**config.mk**
```make
export PLATFORM = sky130hd
export DESIGN_NAME = power_mode_and_one_wire_wake
export DESIGN_NICKNAME = d
export VERILOG_FILES = /design/src/verilog/power_mode_pkg.sv /design/src/verilog/power_mode_and_one_wire_wake.sv
export VERILOG_INCLUDE_DIRS = /design/src /design/src/verilog
export SDC_FILE = /design/constraint.sdc
export NUM_CORES = 1
export LEC_CHECK = 0
export BUFFER_PORTS_ARGS = -buffer_cell sky130_fd_sc_hd__buf_2
export CAP_MARGIN = 20
export CORE_MARGIN = 4
export CORE_UTILIZATION = 35
export CTS_BUF_LIST = sky130_fd_sc_hd__clkbuf_8
export DETAILED_ROUTE_END_ITERATION = 6
export GPL_ROUTABILITY_DRIVEN = 0
export PLACE_DENSITY = 0.58
export SLEW_MARGIN = 20
export SYNTH_ARGS = -nofsm -noshare
export SYNTH_HDL_FRONTEND = slang
export SYNTH_SLANG_ARGS = --single-unit
```
**constraint.sdc**
```tcl
create_clock -name ref_clk -period 3.7 [get_ports ref_clk]
set_clock_uncertainty 0.2 [all_clocks]
set_input_delay 0 -clock ref_clk [delete_from_list [all_inputs] [get_ports ref_clk]]
set_output_delay 0 -clock ref_clk [all_outputs]
set_load 0.01 [all_outputs]
```
**src/verilog/power_mode_cfg.svh**
```systemverilog
// timing and field constants for the power mode sequencer
`ifndef POWER_MODE_CFG_SVH
`define POWER_MODE_CFG_SVH
`define CLK_PERIOD_NS       10
`define BOOT_TIME_US        1000
`define BOOT_CYCLES         ((`BOOT_TIME_US * 1000) / `CLK_PERIOD_NS)
`define BOOT_PULSE_US       1000
`define BOOT_PULSE_CYCLES   ((`BOOT_PULSE_US * 1000) / `CLK_PERIOD_NS)
`define WIN_TIME_US         10000
`define WIN_CYCLES          ((`WIN_TIME_US * 1000) / `CLK_PERIOD_NS)
`define HIB_TIME_US         10000
`define HIB_CYCLES          ((`HIB_TIME_US * 1000 + `CLK_PERIOD_NS - 1) / `CLK_PERIOD_NS)
`define MOT_PULSE_US        1000
`define MOT_PULSE_CYCLES    ((`MOT_PULSE_US * 1000) / `CLK_PERIOD_NS)
`define THR1_MIN_NS         562500
`define THR1_MAX_NS         883000
`define THR2_MIN_NS         1125000
`define THR2_MAX_NS         1570000
`define THR3_MIN_NS         2250000
`define THR3_MAX_NS         2950000
`define THR_DEFAULT         2'h0
`endif

```
**src/verilog/power_mode_pkg.sv**
```systemverilog
// types for the power mode sequencer
package power_mode_pkg;
	typedef enum logic [6:0] {
		ST_BOOT    = 7'h01,
		ST_STANDBY = 7'h02,
		ST_WAKE    = 7'h04,
		ST_SLEEP   = 7'h08,
		ST_TRIG    = 7'h10,
		ST_HIB     = 7'h20,
		ST_MEAS    = 7'h40
	} mode_t;
endpackage
```
**src/verilog/power_mode_and_one_wire_wake.sv**
```systemverilog
// operating mode sequencer with one-wire motion protocol
// Behaviour
// (RQ1) boot-select low, trigger mode: trigger rising edge starts one conversion, enters measure state.
// (RQ2) boot-select high: external-trigger state is never entered or left.
// (RQ3) after triggered measurement completes, return to trigger state automatically.
// (RQ4) boot-select low: active bit one goes standby to wake, zero back.
// (RQ5) boot-select high: active bit set by itself after boot with line high.
// (RQ6) boot-select high: host may set active bit again to resume detection.
// (RQ7) boot-select high: line low for debounce time clears active; host may too.
// (RQ8) auto-sleep count nonzero and timer expires unrestarted: wake drops to sleep.
// (RQ9) in sleep any enabled wake/sleep event returns device to wake.
// (RQ10) during one-wire boot, drive boot indicator for its pulse duration.
// (RQ11) line still low at end of boot: hibernate, keep line input watched.
// (RQ12) line raised high: leave hibernate and run boot again.
// (RQ13) host may pulse line low inside window after boot indicator ends.
// (RQ14) no pulse in window: default threshold code zero.
// (RQ15) pulse counted only if inside window with width in allowed range.
// (RQ16) on motion detect, pull line low for the motion pulse duration.
// (RQ17) register access stays available during motion detection.
// (RQ18) host holds line low for debounce time to request hibernate.
// (RQ19) boot-select low: hibernate bit enters hibernate; only wake pin toggle exits.
// (RQ20) boot-select low: pin-two function bit enters trigger state, clearing leaves.
// (RQ21) boot-select latched once after reset picks the control path.
`timescale 1ns/100ps
`include "power_mode_cfg.svh"
module power_mode_and_one_wire_wake #(
	parameter int BOOT_CYCLES   = `BOOT_CYCLES,
	parameter int PULSE_CYCLES  = `BOOT_PULSE_CYCLES,
	parameter int WIN_CYCLES    = `WIN_CYCLES,
	parameter int HIB_CYCLES    = `HIB_CYCLES,
	parameter int MOT_CYCLES    = `MOT_PULSE_CYCLES,
	parameter int CNT_W         = 24,
	parameter int ASLP_W        = 16
) (
	// clock, reset, enable
	input  wire logic                ref_clk,
	input  wire logic                nrst,
	input  wire logic                clk_en,
	// pins
	input  wire logic                boot_select_pin,
	input  wire logic                motion_line_in,
	output logic                     motion_line_out,
	output logic                     motion_line_oe,
	input  wire logic                second_interrupt_pin,
	input  wire logic                wake_pin,
	// register-side controls from the serial interface
	input  wire logic                active_wr,
	input  wire logic                active_wr_val,
	input  wire logic                hib_wr,
	input  wire logic                pin_two_function_select,
	input  wire logic [ASLP_W-1:0]   auto_sleep_count,
	input  wire logic                auto_wake_sleep_event,
	input  wire logic                meas_done,
	input  wire logic                motion_detected,
	input  wire logic                sample_tick,
	// status
	output logic                     active_bit,
	output logic                     conv_start,
	output logic                     sample_enable,
	output logic                     serial_enable,
	output logic [1:0]               threshold_code,
	output logic [6:0]               mode_state
);
	power_mode_pkg::mode_t state_reg;
	logic [2:0]       bsel_sync_reg, line_sync_reg, trig_sync_reg, wake_sync_reg;
	logic             strap_reg, strap_done_reg;
	logic             line_s, line_prev_reg, trig_prev_reg, wake_prev_reg;
	logic             active_reg, drive_reg;
	logic [CNT_W-1:0] boot_cnt_reg, hib_cnt_reg, win_cnt_reg, low_cnt_reg, mot_cnt_reg;
	logic             win_open_reg;
	logic [1:0]       thr_reg;
	logic [ASLP_W-1:0] auto_sleep_count_reg;
	logic             trig_rise, wake_toggle, hib_low_done;
	logic             boot_strap, boot_ind, boot_ind_reg;
	// strap pin needs two sync flops before boot logic can trust it
	localparam int IND_OFS = 2;

	// external pins pass two flops; bit 2 is the history for edge detection
	always_ff @(posedge ref_clk or negedge nrst) begin
		if (!nrst) begin
			bsel_sync_reg <= 3'h0;
			line_sync_reg <= 3'h0;
			trig_sync_reg <= 3'h0;
			wake_sync_reg <= 3'h0;
		end else if (clk_en) begin
			bsel_sync_reg <= {bsel_sync_reg[1:0], boot_select_pin};
			line_sync_reg <= {line_sync_reg[1:0], motion_line_in};
			trig_sync_reg <= {trig_sync_reg[1:0], second_interrupt_pin};
			wake_sync_reg <= {wake_sync_reg[1:0], wake_pin};
		end
	end
	assign line_s        = line_sync_reg[1];
	assign line_prev_reg = line_sync_reg[2];
	assign trig_prev_reg = trig_sync_reg[2];
	assign wake_prev_reg = wake_sync_reg[2];
	// trigger edge comes from synced copies, so it lags the pin by two cycles
	assign trig_rise     = trig_sync_reg[1] & ~trig_prev_reg;
	assign wake_toggle   = wake_sync_reg[1] ^ wake_prev_reg;

	// strap caught once after release, stays fixed until the next reset
	always_ff @(posedge ref_clk or negedge nrst) begin
		if (!nrst) begin
			strap_reg      <= 1'b0;
			strap_done_reg <= 1'b0;
		end else if (clk_en && !strap_done_reg && boot_cnt_reg == CNT_W'(IND_OFS)) begin
			strap_reg      <= bsel_sync_reg[1]; // RQ21
			strap_done_reg <= 1'b1;
		end
	end
	// first boot has no latched strap yet, so read the synced pin directly
	assign boot_strap = strap_done_reg ? strap_reg : bsel_sync_reg[1];
	assign boot_ind   = state_reg == power_mode_pkg::ST_BOOT && boot_strap &&
		boot_cnt_reg >= CNT_W'(IND_OFS) && boot_cnt_reg < CNT_W'(PULSE_CYCLES + IND_OFS); // RQ10

	// line low debounce for hibernate entry
	always_ff @(posedge ref_clk or negedge nrst) begin
		if (!nrst)
			hib_cnt_reg <= '0;
		else if (clk_en) begin
			// own pulses would otherwise look like a host hibernate request
			if (line_s || drive_reg)
				hib_cnt_reg <= '0;
			else if (hib_cnt_reg != CNT_W'(HIB_CYCLES))
				hib_cnt_reg <= hib_cnt_reg + CNT_W'(1);
		end
	end
	assign hib_low_done = (hib_cnt_reg == CNT_W'(HIB_CYCLES - 1)) && !line_s; // RQ18

	// boot timer; also drives the boot indicator
	always_ff @(posedge ref_clk or negedge nrst) begin
		if (!nrst)
			boot_cnt_reg <= '0;
		else if (clk_en) begin
			if (state_reg == power_mode_pkg::ST_BOOT)
				boot_cnt_reg <= boot_cnt_reg + CNT_W'(1);
			else
				boot_cnt_reg <= '0;
		end
	end

	// mode state machine
	always_ff @(posedge ref_clk or negedge nrst) begin
		if (!nrst) begin
			state_reg  <= power_mode_pkg::ST_BOOT;
			active_reg <= 1'b0;
			conv_start <= 1'b0;
		end else if (clk_en) begin
			conv_start <= 1'b0;
			unique case (state_reg)
			power_mode_pkg::ST_BOOT: begin
				if (boot_cnt_reg == CNT_W'(BOOT_CYCLES - 1)) begin
					if (!strap_reg)
						state_reg <= power_mode_pkg::ST_STANDBY;
					else if (line_s) begin
						state_reg  <= power_mode_pkg::ST_WAKE; // RQ5
						active_reg <= 1'b1; // RQ5
					end else
						state_reg <= power_mode_pkg::ST_HIB; // RQ11
				end
			end
			power_mode_pkg::ST_STANDBY: begin
				if (strap_reg && hib_low_done)
					state_reg <= power_mode_pkg::ST_HIB; // RQ18
				else if (hib_wr)
					state_reg <= power_mode_pkg::ST_HIB; // RQ19
				else if (active_wr && active_wr_val) begin
					active_reg <= 1'b1; // RQ4 RQ6
					state_reg  <= power_mode_pkg::ST_WAKE;
				end else if (!strap_reg && pin_two_function_select)
					state_reg <= power_mode_pkg::ST_TRIG; // RQ20 RQ2
			end
			power_mode_pkg::ST_TRIG: begin
				if (!pin_two_function_select)
					state_reg <= power_mode_pkg::ST_STANDBY; // RQ20
				else if (trig_rise) begin
					conv_start <= 1'b1; // RQ1
					state_reg  <= power_mode_pkg::ST_MEAS; // RQ1
				end
			end
			power_mode_pkg::ST_MEAS: begin
				// no timeout: a measurement that never finishes holds the state
				if (meas_done)
					state_reg <= power_mode_pkg::ST_TRIG; // RQ3
			end
			power_mode_pkg::ST_WAKE, power_mode_pkg::ST_SLEEP: begin
				if (strap_reg && hib_low_done) begin
					active_reg <= 1'b0; // RQ7
					state_reg  <= power_mode_pkg::ST_HIB; // RQ18
				end else if (hib_wr) begin
					active_reg <= 1'b0;
					state_reg  <= power_mode_pkg::ST_HIB;
				end else if (active_wr && !active_wr_val) begin
					active_reg <= 1'b0; // RQ4 RQ7
					state_reg  <= power_mode_pkg::ST_STANDBY;
				end else if (state_reg == power_mode_pkg::ST_SLEEP && auto_wake_sleep_event)
					state_reg <= power_mode_pkg::ST_WAKE; // RQ9
				else if (state_reg == power_mode_pkg::ST_WAKE && auto_sleep_count != '0 &&
					auto_sleep_count_reg == auto_sleep_count)
					state_reg <= power_mode_pkg::ST_SLEEP; // RQ8
			end
			power_mode_pkg::ST_HIB: begin
				// one-wire exits on line high; serial path only by wake pin toggle
				if (strap_reg ? line_s : wake_toggle)
					state_reg <= power_mode_pkg::ST_BOOT; // RQ12 RQ19
			end
			default: state_reg <= power_mode_pkg::ST_BOOT;
			endcase
		end
	end

	// auto-sleep timer, restarted by any enabled event
	always_ff @(posedge ref_clk or negedge nrst) begin
		if (!nrst)
			auto_sleep_count_reg <= '0;
		else if (clk_en) begin
			// counting stops at the target so the compare cannot be skipped
			if (state_reg != power_mode_pkg::ST_WAKE || auto_wake_sleep_event)
				auto_sleep_count_reg <= '0; // RQ8
			else if (sample_tick && auto_sleep_count_reg != auto_sleep_count)
				auto_sleep_count_reg <= auto_sleep_count_reg + ASLP_W'(1);
		end
	end

	// threshold window opens when the boot indicator is released
	always_ff @(posedge ref_clk or negedge nrst) begin
		if (!nrst) begin
			win_open_reg <= 1'b0;
			win_cnt_reg  <= '0;
			low_cnt_reg  <= '0;
			thr_reg      <= `THR_DEFAULT;
		end else if (clk_en) begin
			// opens as the indicator ends, even when boot ends it early
			if (boot_ind_reg && !boot_ind) begin
				win_open_reg <= 1'b1; // RQ13
				win_cnt_reg  <= '0;
				low_cnt_reg  <= '0;
				thr_reg      <= `THR_DEFAULT; // RQ14
			end else if (win_open_reg) begin
				win_cnt_reg <= win_cnt_reg + CNT_W'(1);
				if (win_cnt_reg == CNT_W'(WIN_CYCLES - 1))
					win_open_reg <= 1'b0; // pulse still low here is dropped, RQ15
				if (!line_s)
					low_cnt_reg <= low_cnt_reg + CNT_W'(1);
				else if (!line_prev_reg && low_cnt_reg != '0) begin
					thr_reg     <= width_code(low_cnt_reg); // RQ15
					low_cnt_reg <= '0;
				end
			end
		end
	end

	// width classifier, times in ns against cycle count
	function automatic logic [1:0] width_code(input logic [CNT_W-1:0] cyc);
		longint ns;
		ns = longint'(cyc) * `CLK_PERIOD_NS;
		if (ns >= `THR1_MIN_NS && ns <= `THR1_MAX_NS)
			width_code = 2'h1;
		else if (ns >= `THR2_MIN_NS && ns <= `THR2_MAX_NS)
			width_code = 2'h2;
		else if (ns >= `THR3_MIN_NS && ns <= `THR3_MAX_NS)
			width_code = 2'h3;
		else
			width_code = `THR_DEFAULT;
	endfunction

	// wake and sleep both sample and may signal motion
	function automatic logic in_motion_mode(input power_mode_pkg::mode_t st);
		in_motion_mode = st == power_mode_pkg::ST_WAKE || st == power_mode_pkg::ST_SLEEP;
	endfunction

	// motion pulse timer; boot indicator and motion pulse share the open drain
	always_ff @(posedge ref_clk or negedge nrst) begin
		if (!nrst) begin
			mot_cnt_reg  <= '0;
			drive_reg    <= 1'b0;
			boot_ind_reg <= 1'b0;
		end else if (clk_en) begin
			boot_ind_reg <= boot_ind;
			if (state_reg == power_mode_pkg::ST_BOOT && boot_strap)
				drive_reg <= boot_ind; // RQ10
			else if (mot_cnt_reg != '0) begin
				mot_cnt_reg <= mot_cnt_reg - CNT_W'(1);
				drive_reg   <= mot_cnt_reg != CNT_W'(1);
			end else if (strap_reg && !win_open_reg && motion_detected &&
				in_motion_mode(state_reg)) begin
				mot_cnt_reg <= CNT_W'(MOT_CYCLES); // RQ16
				drive_reg   <= 1'b1; // RQ16
			end else
				drive_reg <= 1'b0;
		end
	end

	assign motion_line_out = 1'b0;
	assign motion_line_oe  = drive_reg;
	assign active_bit      = active_reg;
	assign threshold_code  = thr_reg;
	assign mode_state      = state_reg;
	assign sample_enable   = in_motion_mode(state_reg); // RQ16
	// serial port stays up in every powered mode, hibernate and boot are the only exceptions
	assign serial_enable   = state_reg != power_mode_pkg::ST_HIB &&
		state_reg != power_mode_pkg::ST_BOOT; // RQ17
endmodule

```
### Yosys cells after proc, flatten, opt, wreduce, memory -nomap -nowiden

Index checks and enable logic that the tools add are counted.

* add/subtract/negate cells: 6
* multiply operators: 1
* magnitude comparators: 8
* equality and inequality tests: 31
* multiplexer cells: 58
* bitwise gates (word level): 4
* reductions and logical operators: 52

Operator list (count)
* 24-bit 2-to-1 mux: 11
* 7-bit 2-to-1 mux: 14
* 24-bit by 1-bit adder with 24-bit output, second input constant: 4
* 24-bit by 20-bit == test with 1-bit output, second input constant: 2
* 24-bit nonzero test: 2
* 7-bit case mux with 6 select lines: 1
* 16-bit 2-to-1 mux: 2
* 28-bit by 20-bit >= comparator with 1-bit output, second input constant: 1
* 28-bit by 21-bit >= comparator with 1-bit output, second input constant: 1
* 28-bit by 22-bit >= comparator with 1-bit output, second input constant: 1
* 28-bit by 20-bit less-or-equal comparator with 1-bit output, second input constant: 1
* 28-bit by 21-bit less-or-equal comparator with 1-bit output, second input constant: 1
* 28-bit by 22-bit less-or-equal comparator with 1-bit output, second input constant: 1
* 24-bit by 3-bit multiplier with 27-bit output, second input constant: 1
* 24-bit by 17-bit == test with 1-bit output, second input constant: 1
* 24-bit by 2-bit == test with 1-bit output, second input constant: 1
* 24-bit by 2-bit >= comparator with 1-bit output, second input constant: 1
* 24-bit by 17-bit less-than comparator with 1-bit output, second input constant: 1
* 24-bit by 1-bit != test with 1-bit output, second input constant: 1
* 24-bit by 20-bit != test with 1-bit output, second input constant: 1
* 24-bit by 1-bit subtractor with 24-bit output, second input constant: 1
* 1-bit logical AND: 23
* 1-bit 2-to-1 mux: 20
* 16-bit by 1-bit adder with 16-bit output, second input constant: 1
* other kinds (35): 66

* register bits after elaboration: 163
* bits of input ports: 31
* output and inout port bits: 15

### Longest topological paths before layout

Gate-level depths: netlist of run 1.

* depth in word-level cells: 10
* gate-level depth with buffers: 14

### Worst setup path after synthesis of run 1

No wires, ideal clock.

* path type: flip-flop to flip-flop
* from: register low_cnt_reg[1]
* to: register thr_reg[1], in the netlist threshold_code[1]
* setup time: 95 ps
* arrival time: 3416 ps
* data required time: 3405 ps
* slack: -12 ps
* cell stages (with the launch flop): 15
* path buffers: 0
* period minus slack after synthesis: 3712 ps
* cells stage by stage: dfrtp_1 ha_1 ha_1 inv_1 fa_1 nand2b_1 a211oi_1 nand2b_1 xnor2_1 o2111ai_1 or4_1 a311oi_1 o31a_1 a21oi_1 o31ai_1

* word-level cells in the longest chain between the ends: 10
* elaborated cells between the ends (all ways): 21
* those cells by class: 1 x mul; 6 x order compare; 7 x mux; 7 x reduce/logical

RTL lines
* start: declaration: line power_mode_and_one_wire_wake.sv:69 `logic [CNT_W-1:0] boot_cnt_reg, hib_cnt_reg, win_cnt_reg, low_cnt_reg, mot_cnt_reg;`
* start signal: assignment: line power_mode_and_one_wire_wake.sv:243 `low_cnt_reg <= low_cnt_reg + CNT_W'(1);`
* 24-bit by 3-bit multiplier with 27-bit output (no line)
* 28-bit by 22-bit >= comparator with 1-bit output (no line) or 28-bit by 22-bit less-or-equal comparator with 1-bit output (tied branches)
* 1-bit logical AND (no line)
* 2-bit 2-to-1 mux: line power_mode_and_one_wire_wake.sv:260 `` else if (ns >= `THR3_MIN_NS && ns <= `THR3_MAX_NS) ``
* 2-bit 2-to-1 mux: line power_mode_and_one_wire_wake.sv:258 `` else if (ns >= `THR2_MIN_NS && ns <= `THR2_MAX_NS) ``
* 2-bit 2-to-1 mux: line power_mode_and_one_wire_wake.sv:256 `` if (ns >= `THR1_MIN_NS && ns <= `THR1_MAX_NS) ``
* 2-bit 2-to-1 mux: line power_mode_and_one_wire_wake.sv:244 `else if (!line_prev_reg && low_cnt_reg != '0) begin`
* 2-bit 2-to-1 mux: line power_mode_and_one_wire_wake.sv:242 `if (!line_s)`
* 2-bit 2-to-1 mux: line power_mode_and_one_wire_wake.sv:238 `end else if (win_open_reg) begin`
* 2-bit 2-to-1 mux: line power_mode_and_one_wire_wake.sv:233 `if (boot_ind_reg && !boot_ind) begin`
* end signal: assignment: line power_mode_and_one_wire_wake.sv:230 `` thr_reg <= `THR_DEFAULT; ``
* end signal: assignment: line power_mode_and_one_wire_wake.sv:237 `` thr_reg <= `THR_DEFAULT; ``
* end signal: assignment: line power_mode_and_one_wire_wake.sv:245 `thr_reg <= width_code(low_cnt_reg);`
* end: declaration: line power_mode_and_one_wire_wake.sv:71 `logic [1:0] thr_reg;`

Several ways; a longest one is shown, not always the timed one. The select of a mux whose other input is x is not followed.
A chain may end at the register's enable or synchronous reset.

### Worst setup path after layout of run 1

Same ends and word-level chain as after synthesis.

==> results of run 1 <==
[cell families (layout without fill, tap and decap cells)]
group / after synthesis / count (layout) / synth area share (%)
compound gates: 190 / 190 / 11.1
xor+xnor: 137 / 137 / 11.6
fa+ha+maj: 58 / 58 / 7.06
buf+inv: 71 / 201 / 2.65
flops: 163 / 163 / 39.4
mux: 17 / 17 / 1.81
other cells: 1 / 1 / 0.0363
simple gates: 532 / 532 / 26.3
[per-stage QoR]
stage	power, mW	cell area, µm²
final	5.09	12300
after global routing	5.43	12300
after CTS	5.13	12100
after detailed placement	3.65	11300
after global placement	3.62	11300
after floorplan	3.14	10300
[how the worst min path moves through the flow]
stage / to / from / cells after the start
6_report: mot_cnt_reg[21] / motion_detected / 5
5_1_grt: mot_cnt_reg[22] / motion_detected / 5
4_1_cts: mot_cnt_reg[18] / motion_detected / 5
3_5_place_dp: auto_sleep_count_reg[15] / nrst / 1
3_3_place_gp: auto_sleep_count_reg[15] / nrst / 1
2_1_floorplan: active_bit / nrst / 0
[final cells by class]
type                       instances  share of cell area [%]
clock buffer                      17                    1.90
clock inverter                    14                    1.45
inverter                          35                    1.07
multi-input combinational        935                    50.3
sequential                       163                    33.2
tap                              384                    3.91
timing repair buffer             135                    8.10
[routing by layer]
metal	up-vias	global-route usage, %	share of wire, %
met5	-	0	0
met4	0	3.08	1.4
met3	21	2.85	3.6
met2	154	24.6	46
met1	4174	21.3	49
li1	4378	-	-
[worst min-delay path, cell delays in order]
cell	delay, ns
sky130_fd_sc_hd__buf_2	0.11
sky130_fd_sc_hd__nand4b_1	0.19
sky130_fd_sc_hd__nor3_2	0.06
sky130_fd_sc_hd__buf_4	0.19
sky130_fd_sc_hd__nor2_1	0.10
[where the power goes]
| part | switching [mW] | internal [mW] | total (mW) | leakage, nW |
|---|---|---|---|---|
| Sequential | 0.253 | 2.02 | 2.28 | 2.18 |
| Clock | 0.707 | 0.677 | 1.38 | 0.212 |
| Combinational | 0.799 | 0.630 | 1.43 | 3.08 |
[cells in the final DEF (no fill, tap or decap), types with 26 or more instances in the layout]
cell type	instances
sky130_fd_sc_hd__a21oi_1	47
sky130_fd_sc_hd__and3_1	28
sky130_fd_sc_hd__buf_2	43
sky130_fd_sc_hd__buf_4	62
sky130_fd_sc_hd__dfrtp_1	159
sky130_fd_sc_hd__dlygate4sd3_1	26
sky130_fd_sc_hd__ha_1	52
sky130_fd_sc_hd__inv_1	36
sky130_fd_sc_hd__nand2_1	103
sky130_fd_sc_hd__nand3_1	59
sky130_fd_sc_hd__nand4_1	29
sky130_fd_sc_hd__nor2_1	158
sky130_fd_sc_hd__o21ai_0	64
sky130_fd_sc_hd__xnor2_1	38
sky130_fd_sc_hd__xor2_1	93
[what timing repair did]
action / CTS / global route
pin swaps: 7 / 11
resized for setup: 15 / 31
hold endpoints to repair: 126 / 0
setup endpoints to repair: 1 / 2
setup buffers: 3 / 5
hold buffers: 27 / 0
==> summary by stage, run 1 <==
Synthesis
The distinct cell type count after synthesis is 73. The number of flops mapped to enable cells by yosys is 0. The register bit total from synthesis is 163. The fraction of post-synthesis cell area in the top cell type by area is 39.2%. The summed instance area of the synthesized netlist is 10300 µm².

By area the synthesized netlist is led by sky130_fd_sc_hd__dfrtp_1, sky130_fd_sc_hd__xor2_1, sky130_fd_sc_hd__ha_1. The number of nets in the synthesized netlist is 1257. Synthesis handed over a netlist of 1169 instances. The cell type contributing the most total cell area after synthesis is sky130_fd_sc_hd__dfrtp_1. The average size of a mapped cell is 8.85 µm². The part of the Yosys area used for sequential elements is 39.4%.

The predominant post-synthesis flop cell is sky130_fd_sc_hd__dfrtp_1. The most used standard cell by instance count after synthesis is sky130_fd_sc_hd__dfrtp_1. Of all flip-flops after synthesis, the portion carrying an async set or reset was 100%. By count the netlist is led by sky130_fd_sc_hd__dfrtp_1, sky130_fd_sc_hd__nor2_1, sky130_fd_sc_hd__nand2_1. The number of warning messages in the yosys log is 0.

Timing
The worst slew margin relative to its limit is 46.8%. The worst hold-check slack is 0.0410 ns. The accumulated negative setup slack is 0 ns. Timing would allow up to 276 MHz. Setup repair after global routing could not meet its margin everywhere.

Dividing the final minimum period by the clock period gives 97.9%. The final-report max-slew violation count came to 0. The count of endpoints failing setup in the final report is 0. The number of hold-slack violations in the final timing report came to 0. The transition time at the pin with the least slew margin is 0.799 ns. The final critical-path required period is 3.62 ns. The final setup slack of the worst path is 0.0775 ns.

Power
For this design the ratio of total power to cell area is 414 nW/µm². In this run the static leakage power is 5.48 nW. The maximum vdd ir drop is 0.000284 V.

Detailed routing
In the routed layout, each cell is associated on average with a via count of 5.19. The final routed wirelength across all metal layers is 24500 µm. The average detailed-routed wire length per instance is 14.6 µm. The number of remaining DRC errors is 0. The number of vias in the routed layout is 8727. For this run, the detailed router's first-pass iteration total came to 5.

The first routing iteration left 474 violations. The number of nets with antenna violations after detailed routing is 0.

Worst hold path
The path category of the worst min-delay check is input pin to register.

Setup path
Counting buffers and inverters, the worst setup path is 14 cells deep. Among all stages on the critical path, the largest delay is contributed by sky130_fd_sc_hd__or4_4. The most frequent cell on the critical path is sky130_fd_sc_hd__nand2b_4. For the worst setup path, the data required time is 3.86 ns.

On the critical path the largest part of the delay comes from compound AO/OA/AOI/OAI gates. The startpoint identified for the worst register-to-register timing path is low_cnt_reg[1]. The maximum fanout encountered on the critical timing path is 3. The termination of the worst setup path is threshold_code[1]. The critical path startpoint category is a register.

The terminus of the critical flop-to-flop path is threshold_code[1]. The worst register-to-register path has a depth of 14. The signal on the critical path passes through ha_1 > ha_2 > inv_1 > fa_2 > nand2b_4 > a211oi_4 > nand2b_4 > xnor2_2 > o2111ai_1 > or4_4 > a311oi_2 > o31a_1 > a21oi_1 > o31ai_2. In this run the register-to-register setup slack is 0.08 ns. The critical path's largest stage delay is 0.43 ns.

The critical path is of the register to register type. The count of buffering cells on the critical path with inverters included is 1. In this run the worst setup path begins at low_cnt_reg[1].

STA classifies the critical path endpoint as a register. The endpoint arrival time on the critical path is 3.79 ns.

Clock network
The clock drives 163 sinks. The clock latency on the worst-skew pair is 0.45 ns. Counting the buffers created by CTS gives 17. The cell sitting at the root of the clock tree is a sky130_fd_sc_hd__clkbuf_8. The TritonCTS clock tree is done. The longest clock path from root to sink contains 2 buffers. Clock-pin slew was measured on the worst setup and hold paths at 0.10 ns.

The maximum level of the CTS H-tree is 4.

Flow run
The count of maximum capacitance violations is 0.

Placed design
The number of buffers added on ports is 44. The count of placed standard cells including taps is 1617. The HPWL after detailed placement is 17500 µm. The minimum setup slack after placement is -0.0434 ns.

Die
The placeable core area is 28900 µm². The die width is 180 µm. The number of rows created at floorplan is 62. The initial core utilization is 35.7%. During I/O placement, the number of pins put on the boundary was 46.

The die boundary height is 180 µm. The die covers 32400 µm².

GRT
The global-route wire length before repair is 42200 µm. The initial antenna violation count is 0. The overall fraction of global-route tracks in use is 15.2%.

The leftover overflow at the end of global routing is 0. The number of global-route vias before repair is 8613. Entering global routing, the biggest net connects 59 pins.

Layout
The total area of sequential cells is 4080 µm². The finished layout holds 1683 standard cells, fillers aside. Cells with a size suffix above 1 make up 16.5% of the layout.

The footprint of the multi-input gates is 6180 µm². The area growth from synthesis to layout is 18.7%. The fill cell total of the finished layout is 2871. The number of antenna diodes in the final layout is 0. The post-route core utilization is 42.5%. The net count of the finished layout is 1375.

Run status
The run finished with clean final reports.
Note: power is estimated with default switching activity, not from simulation.
==> run 2, diff against run 1 <==
--- a/config.mk
+++ b/config.mk
@@ -14,6 +14,8 @@
 export DETAILED_ROUTE_END_ITERATION = 6
 export GPL_ROUTABILITY_DRIVEN = 0
 export PLACE_DENSITY = 0.58
+export RECOVER_POWER = 25
+export REMOVE_ABC_BUFFERS = 1
 export SLEW_MARGIN = 20
 export SYNTH_ARGS = -nofsm -noshare
 export SYNTH_HDL_FRONTEND = slang
==> run 2 against run 1 <==
The flow now finishes with violations (capacitance limit, slew limit). Global-route usage up 0.58 points. Combinational power about the same. Setup slack worse by 0.013 ns. Flip-flop and latch count unchanged. Count of clock-buffer cells in the layout increased by 1. Cell area shrank 0.75%. Critical endpoint unchanged.
==> summary by stage, run 2 (synthesis gave the netlist of run 1 again) <==
Die
The number of rows created at floorplan came to 62 (unchanged). The die width was 180 µm (unchanged). The die boundary height is 180 µm (unchanged). The initial core utilization is 35.7% (unchanged). The area of the die is 32400 µm² (unchanged).

The number of placed I/O pins is 46 (unchanged). The placeable core area is 28900 µm² (unchanged).

Placed design
The minimum setup slack after placement is -0.106 ns (was -0.0434 ns). The detailed placement HPWL was 18800 µm (was 17500 µm). The standard cell area after detailed placement was 11400 µm² (was 11300 µm²).

The number of buffers added on ports was 44 (unchanged).

Clock network
The root buffer cell is sky130_fd_sc_hd__clkbuf_8 (unchanged). The maximum level of the CTS H-tree is 4 (unchanged). The number of buffers added by the clock tree synthesis step came to 17 (unchanged). The clock latency on the worst-skew pair came to 0.47 ns (was 0.45 ns). The clock edge transition at the registers on the reported setup and hold paths is 0.09 ns (was 0.10 ns). The maximum buffer depth of the clock tree is 2 (unchanged). The TritonCTS clock tree was done (unchanged). The count of clock tree sinks is 163 (unchanged).

Worst hold path
The path category of the worst min-delay check is input pin to register (unchanged).

Timing
The timing-limited maximum frequency is 275 MHz (was 276 MHz). The worst slew margin relative to its limit is -45.3% (was 46.8%). The final setup slack of the worst path is 0.0642 ns (was 0.0775 ns).

The worst hold-check slack is 0.0972 ns (was 0.0410 ns). The final critical-path required period was 3.64 ns (was 3.62 ns). RSZ-0062 raised after global routing: true (unchanged). The number of hold-slack violations in the final timing report is 0 (unchanged). The count of endpoints failing setup in the final report came to 0 (unchanged). The period utilization was 98.3% (was 97.9%). The final-report max-slew violation count is 46 (was 0). The transition time at the pin with the least slew margin came to 2.18 ns (was 0.799 ns).

The accumulated negative setup slack is 0 ns (unchanged).

GRT
The global-route wire length before repair came to 42900 µm (was 42200 µm). The maximum number of pins on one net before global-route repair is 55 (was 59). The leftover overflow at the end of global routing came to 0 (unchanged).

The overall fraction of global-route tracks in use is 15.7% (was 15.2%). The number of global-route vias before repair is 8622 (was 8613). The initial antenna violation count came to 1 (was 0).

Setup path
The category of the worst setup path capture point is a register (unchanged). The most frequent cell on the critical path was sky130_fd_sc_hd__ha_1 (was sky130_fd_sc_hd__nand2b_4). The critical path startpoint category is a register (unchanged). The maximum fanout encountered on the critical timing path came to 4 (was 3).

The category of the critical setup timing path is register to register (unchanged). The critical path's largest stage delay is 0.56 ns (was 0.43 ns). The count of buffering cells on the critical path with inverters included came to 1 (unchanged). Ordered cell list for the critical path: ha_1 > ha_1 > a211oi_2 > buf_4 > o21ai_2 > and2_1 > or3_1 > a31o_2 > nand3_1 > a211o_1 > o31ai_1 > or4_1 > o31ai_2 (was ha_1 > ha_2 > inv_1 > fa_2 > nand2b_4 > a211oi_4 > nand2b_4 > xnor2_2 > o2111ai_1 > or4_4 > a311oi_2 > o31a_1 > a21oi_1 > o31ai_2). The endpoint arrival time on the critical path is 3.83 ns (was 3.79 ns). The critical path data required time was 3.89 ns (was 3.86 ns).

The kind of cell with the highest combined delay on the critical path is simple AND/OR/NAND/NOR gates (was compound AO/OA/AOI/OAI gates). The critical-path cell with the highest stage delay is sky130_fd_sc_hd__or4_1 (was sky130_fd_sc_hd__or4_4).

Detailed routing
The average detailed-routed wire length per instance is 15.0 µm (was 14.6 µm). The number of vias in the routed layout is 8728 (was 8727). The number of remaining DRC errors came to 0 (unchanged). The detailed router's first-iteration violation count is 338 (was 474). The final routed wirelength across all metal layers is 25400 µm (was 24500 µm).

The mean number of vias per cell is 5.18 (was 5.19). The length of the first detailed-routing pass in iterations is 5 (unchanged). The number of nets with antenna violations after detailed routing is 0 (unchanged).

Power
The internal power came to 3.20 mW (was 3.33 mW). The total power per unit cell area came to 410 nW/µm² (was 414 nW/µm²). The leakage power total is 5.46 nW (was 5.48 nW). The maximum vdd ir drop is 0.000202 V (was 0.000284 V). The total net switching power was 1.79 mW (was 1.76 mW). The share of power burned in combinational logic came to 29.2% (was 28.1%). The switching power as a share of total power was 35.9% (was 34.6%). The sequential share of power was 45.2% (was 44.7%). The power share of the clock group is 25.6% (was 27.2%).

Layout
Commonest cells after routing, fill and taps aside: sky130_fd_sc_hd__dfrtp_1, sky130_fd_sc_hd__nor2_1, sky130_fd_sc_hd__nand2_1 (unchanged). The net count reported at finish is 1377 (was 1375). The share of layout cells above drive strength 1 was 16.1% (was 16.5%).

The diode insertion count for antenna repair is 0 (unchanged). The post-synthesis to final-layout area growth is 17.9% (was 18.7%). The area of all placed cells without fillers was 12200 µm² (was 12300 µm²).

The fill cell total of the finished layout was 2907 (was 2871). The most frequent standard cell in the layout excluding fill and tap cells is sky130_fd_sc_hd__dfrtp_1 (unchanged).

Run status
Run status: complete, but fails checks (was complete, no violations). The checks that failed: capacitance limit, slew limit.

Flow run
The count of maximum capacitance violations is 1 (was 0).
==> run 2: cell count changes in the layout (fill, tap and decap cells not counted), moves of 3 or more <==
cell,previous run,this run
sky130_fd_sc_hd__a21oi_1,47,50
sky130_fd_sc_hd__clkinvlp_4,1,4
sky130_fd_sc_hd__dlygate4sd3_1,26,22
sky130_fd_sc_hd__a21oi_2,6,2
sky130_fd_sc_hd__buf_4,62,69
==> run 2: path summary, 6_finish.rpt <==
kind	startpoint	endpoint	slack [ns]	depth (start not counted)
worst max register to register	low_cnt_reg[2]	threshold_code[1]	0.06	13
worst min-delay path	wake_pin	wake_sync_reg[0]	0.1	3
worst min register to register	mot_cnt_reg[23]	mot_cnt_reg[23]	0.28	1
min in group asynchronous	nrst	mot_cnt_reg[17]	0.47	4
max in group asynchronous	nrst	low_cnt_reg[8]	0.50	4
worst max-delay path	low_cnt_reg[2]	threshold_code[1]	0.06	13
==> run 2: power groups by stage <==
stage	combinational, mW	clock, mW	sequential, mW
2_1_floorplan	0.835	0	2.29
3_3_place_gp	1.39	0	2.28
3_5_place_dp	1.41	0	2.29
4_1_cts	1.46	1.33	2.26
5_1_grt	1.64	1.39	2.30
6_report	1.46	1.28	2.26
==> run 2: repair_timing <==
action,in CTS,in global routing
hold buffers,23,0
gates resized for setup,11,27
endpoints found under the hold margin,205,0
pin swaps,6,10
buffers inserted,0,5
setup endpoints to repair,2,4
==> run 2: area by class of cell <==
| type | count | area, µm² | share of cell area, % |
|---|---|---|---|
| Timing Repair Buffer | 137 | 978 | 8.03 |
| Sequential cell | 163 | 4080 | 33.5 |
| Inverter | 35 | 131 | 1.08 |
| Clock inverter | 14 | 129 | 1.06 |
| Clock buffer | 18 | 248 | 2.03 |
| Tap cell | 384 | 480 | 3.94 |
| Multi-Input combinational cell | 935 | 6140 | 50.4 |
==> run 2: worst register-to-register path, delay by kind of cell, from the launching register on <==
kind | cells | cell delay (ns)
flip-flops | 1 | 0.41
adder cells (fa/ha/maj) | 2 | 0.63
AO/OA/AOI/OAI | 6 | 0.99
buffers and inverters | 1 | 0.15
AND/OR/NAND/NOR | 4 | 1.18
==> run 2: per-layer routing <==
layer / up-vias / part of all wire [%] / track usage, %
met4: 0 / 1.2 / 4.11
met2: 91 / 48 / 26.1
met1: 4231 / 48 / 21.7
met3: 20 / 2.4 / 2.36
li1: 4386 / - / -
met5: - / 0 / 0
==> run 2: stage by stage <==
step / util [%] / total power, mW / cells
4_1_cts: 41.7 / 5.05 / 1681
6_report: 42.1 / 5.00 / 1686
2_1_floorplan: - / 3.13 / 1133
3_5_place_dp: 39.4 / 3.70 / 1626
5_1_grt: 42.1 / 5.33 / 1686
3_3_place_gp: 39.4 / 3.67 / 1626
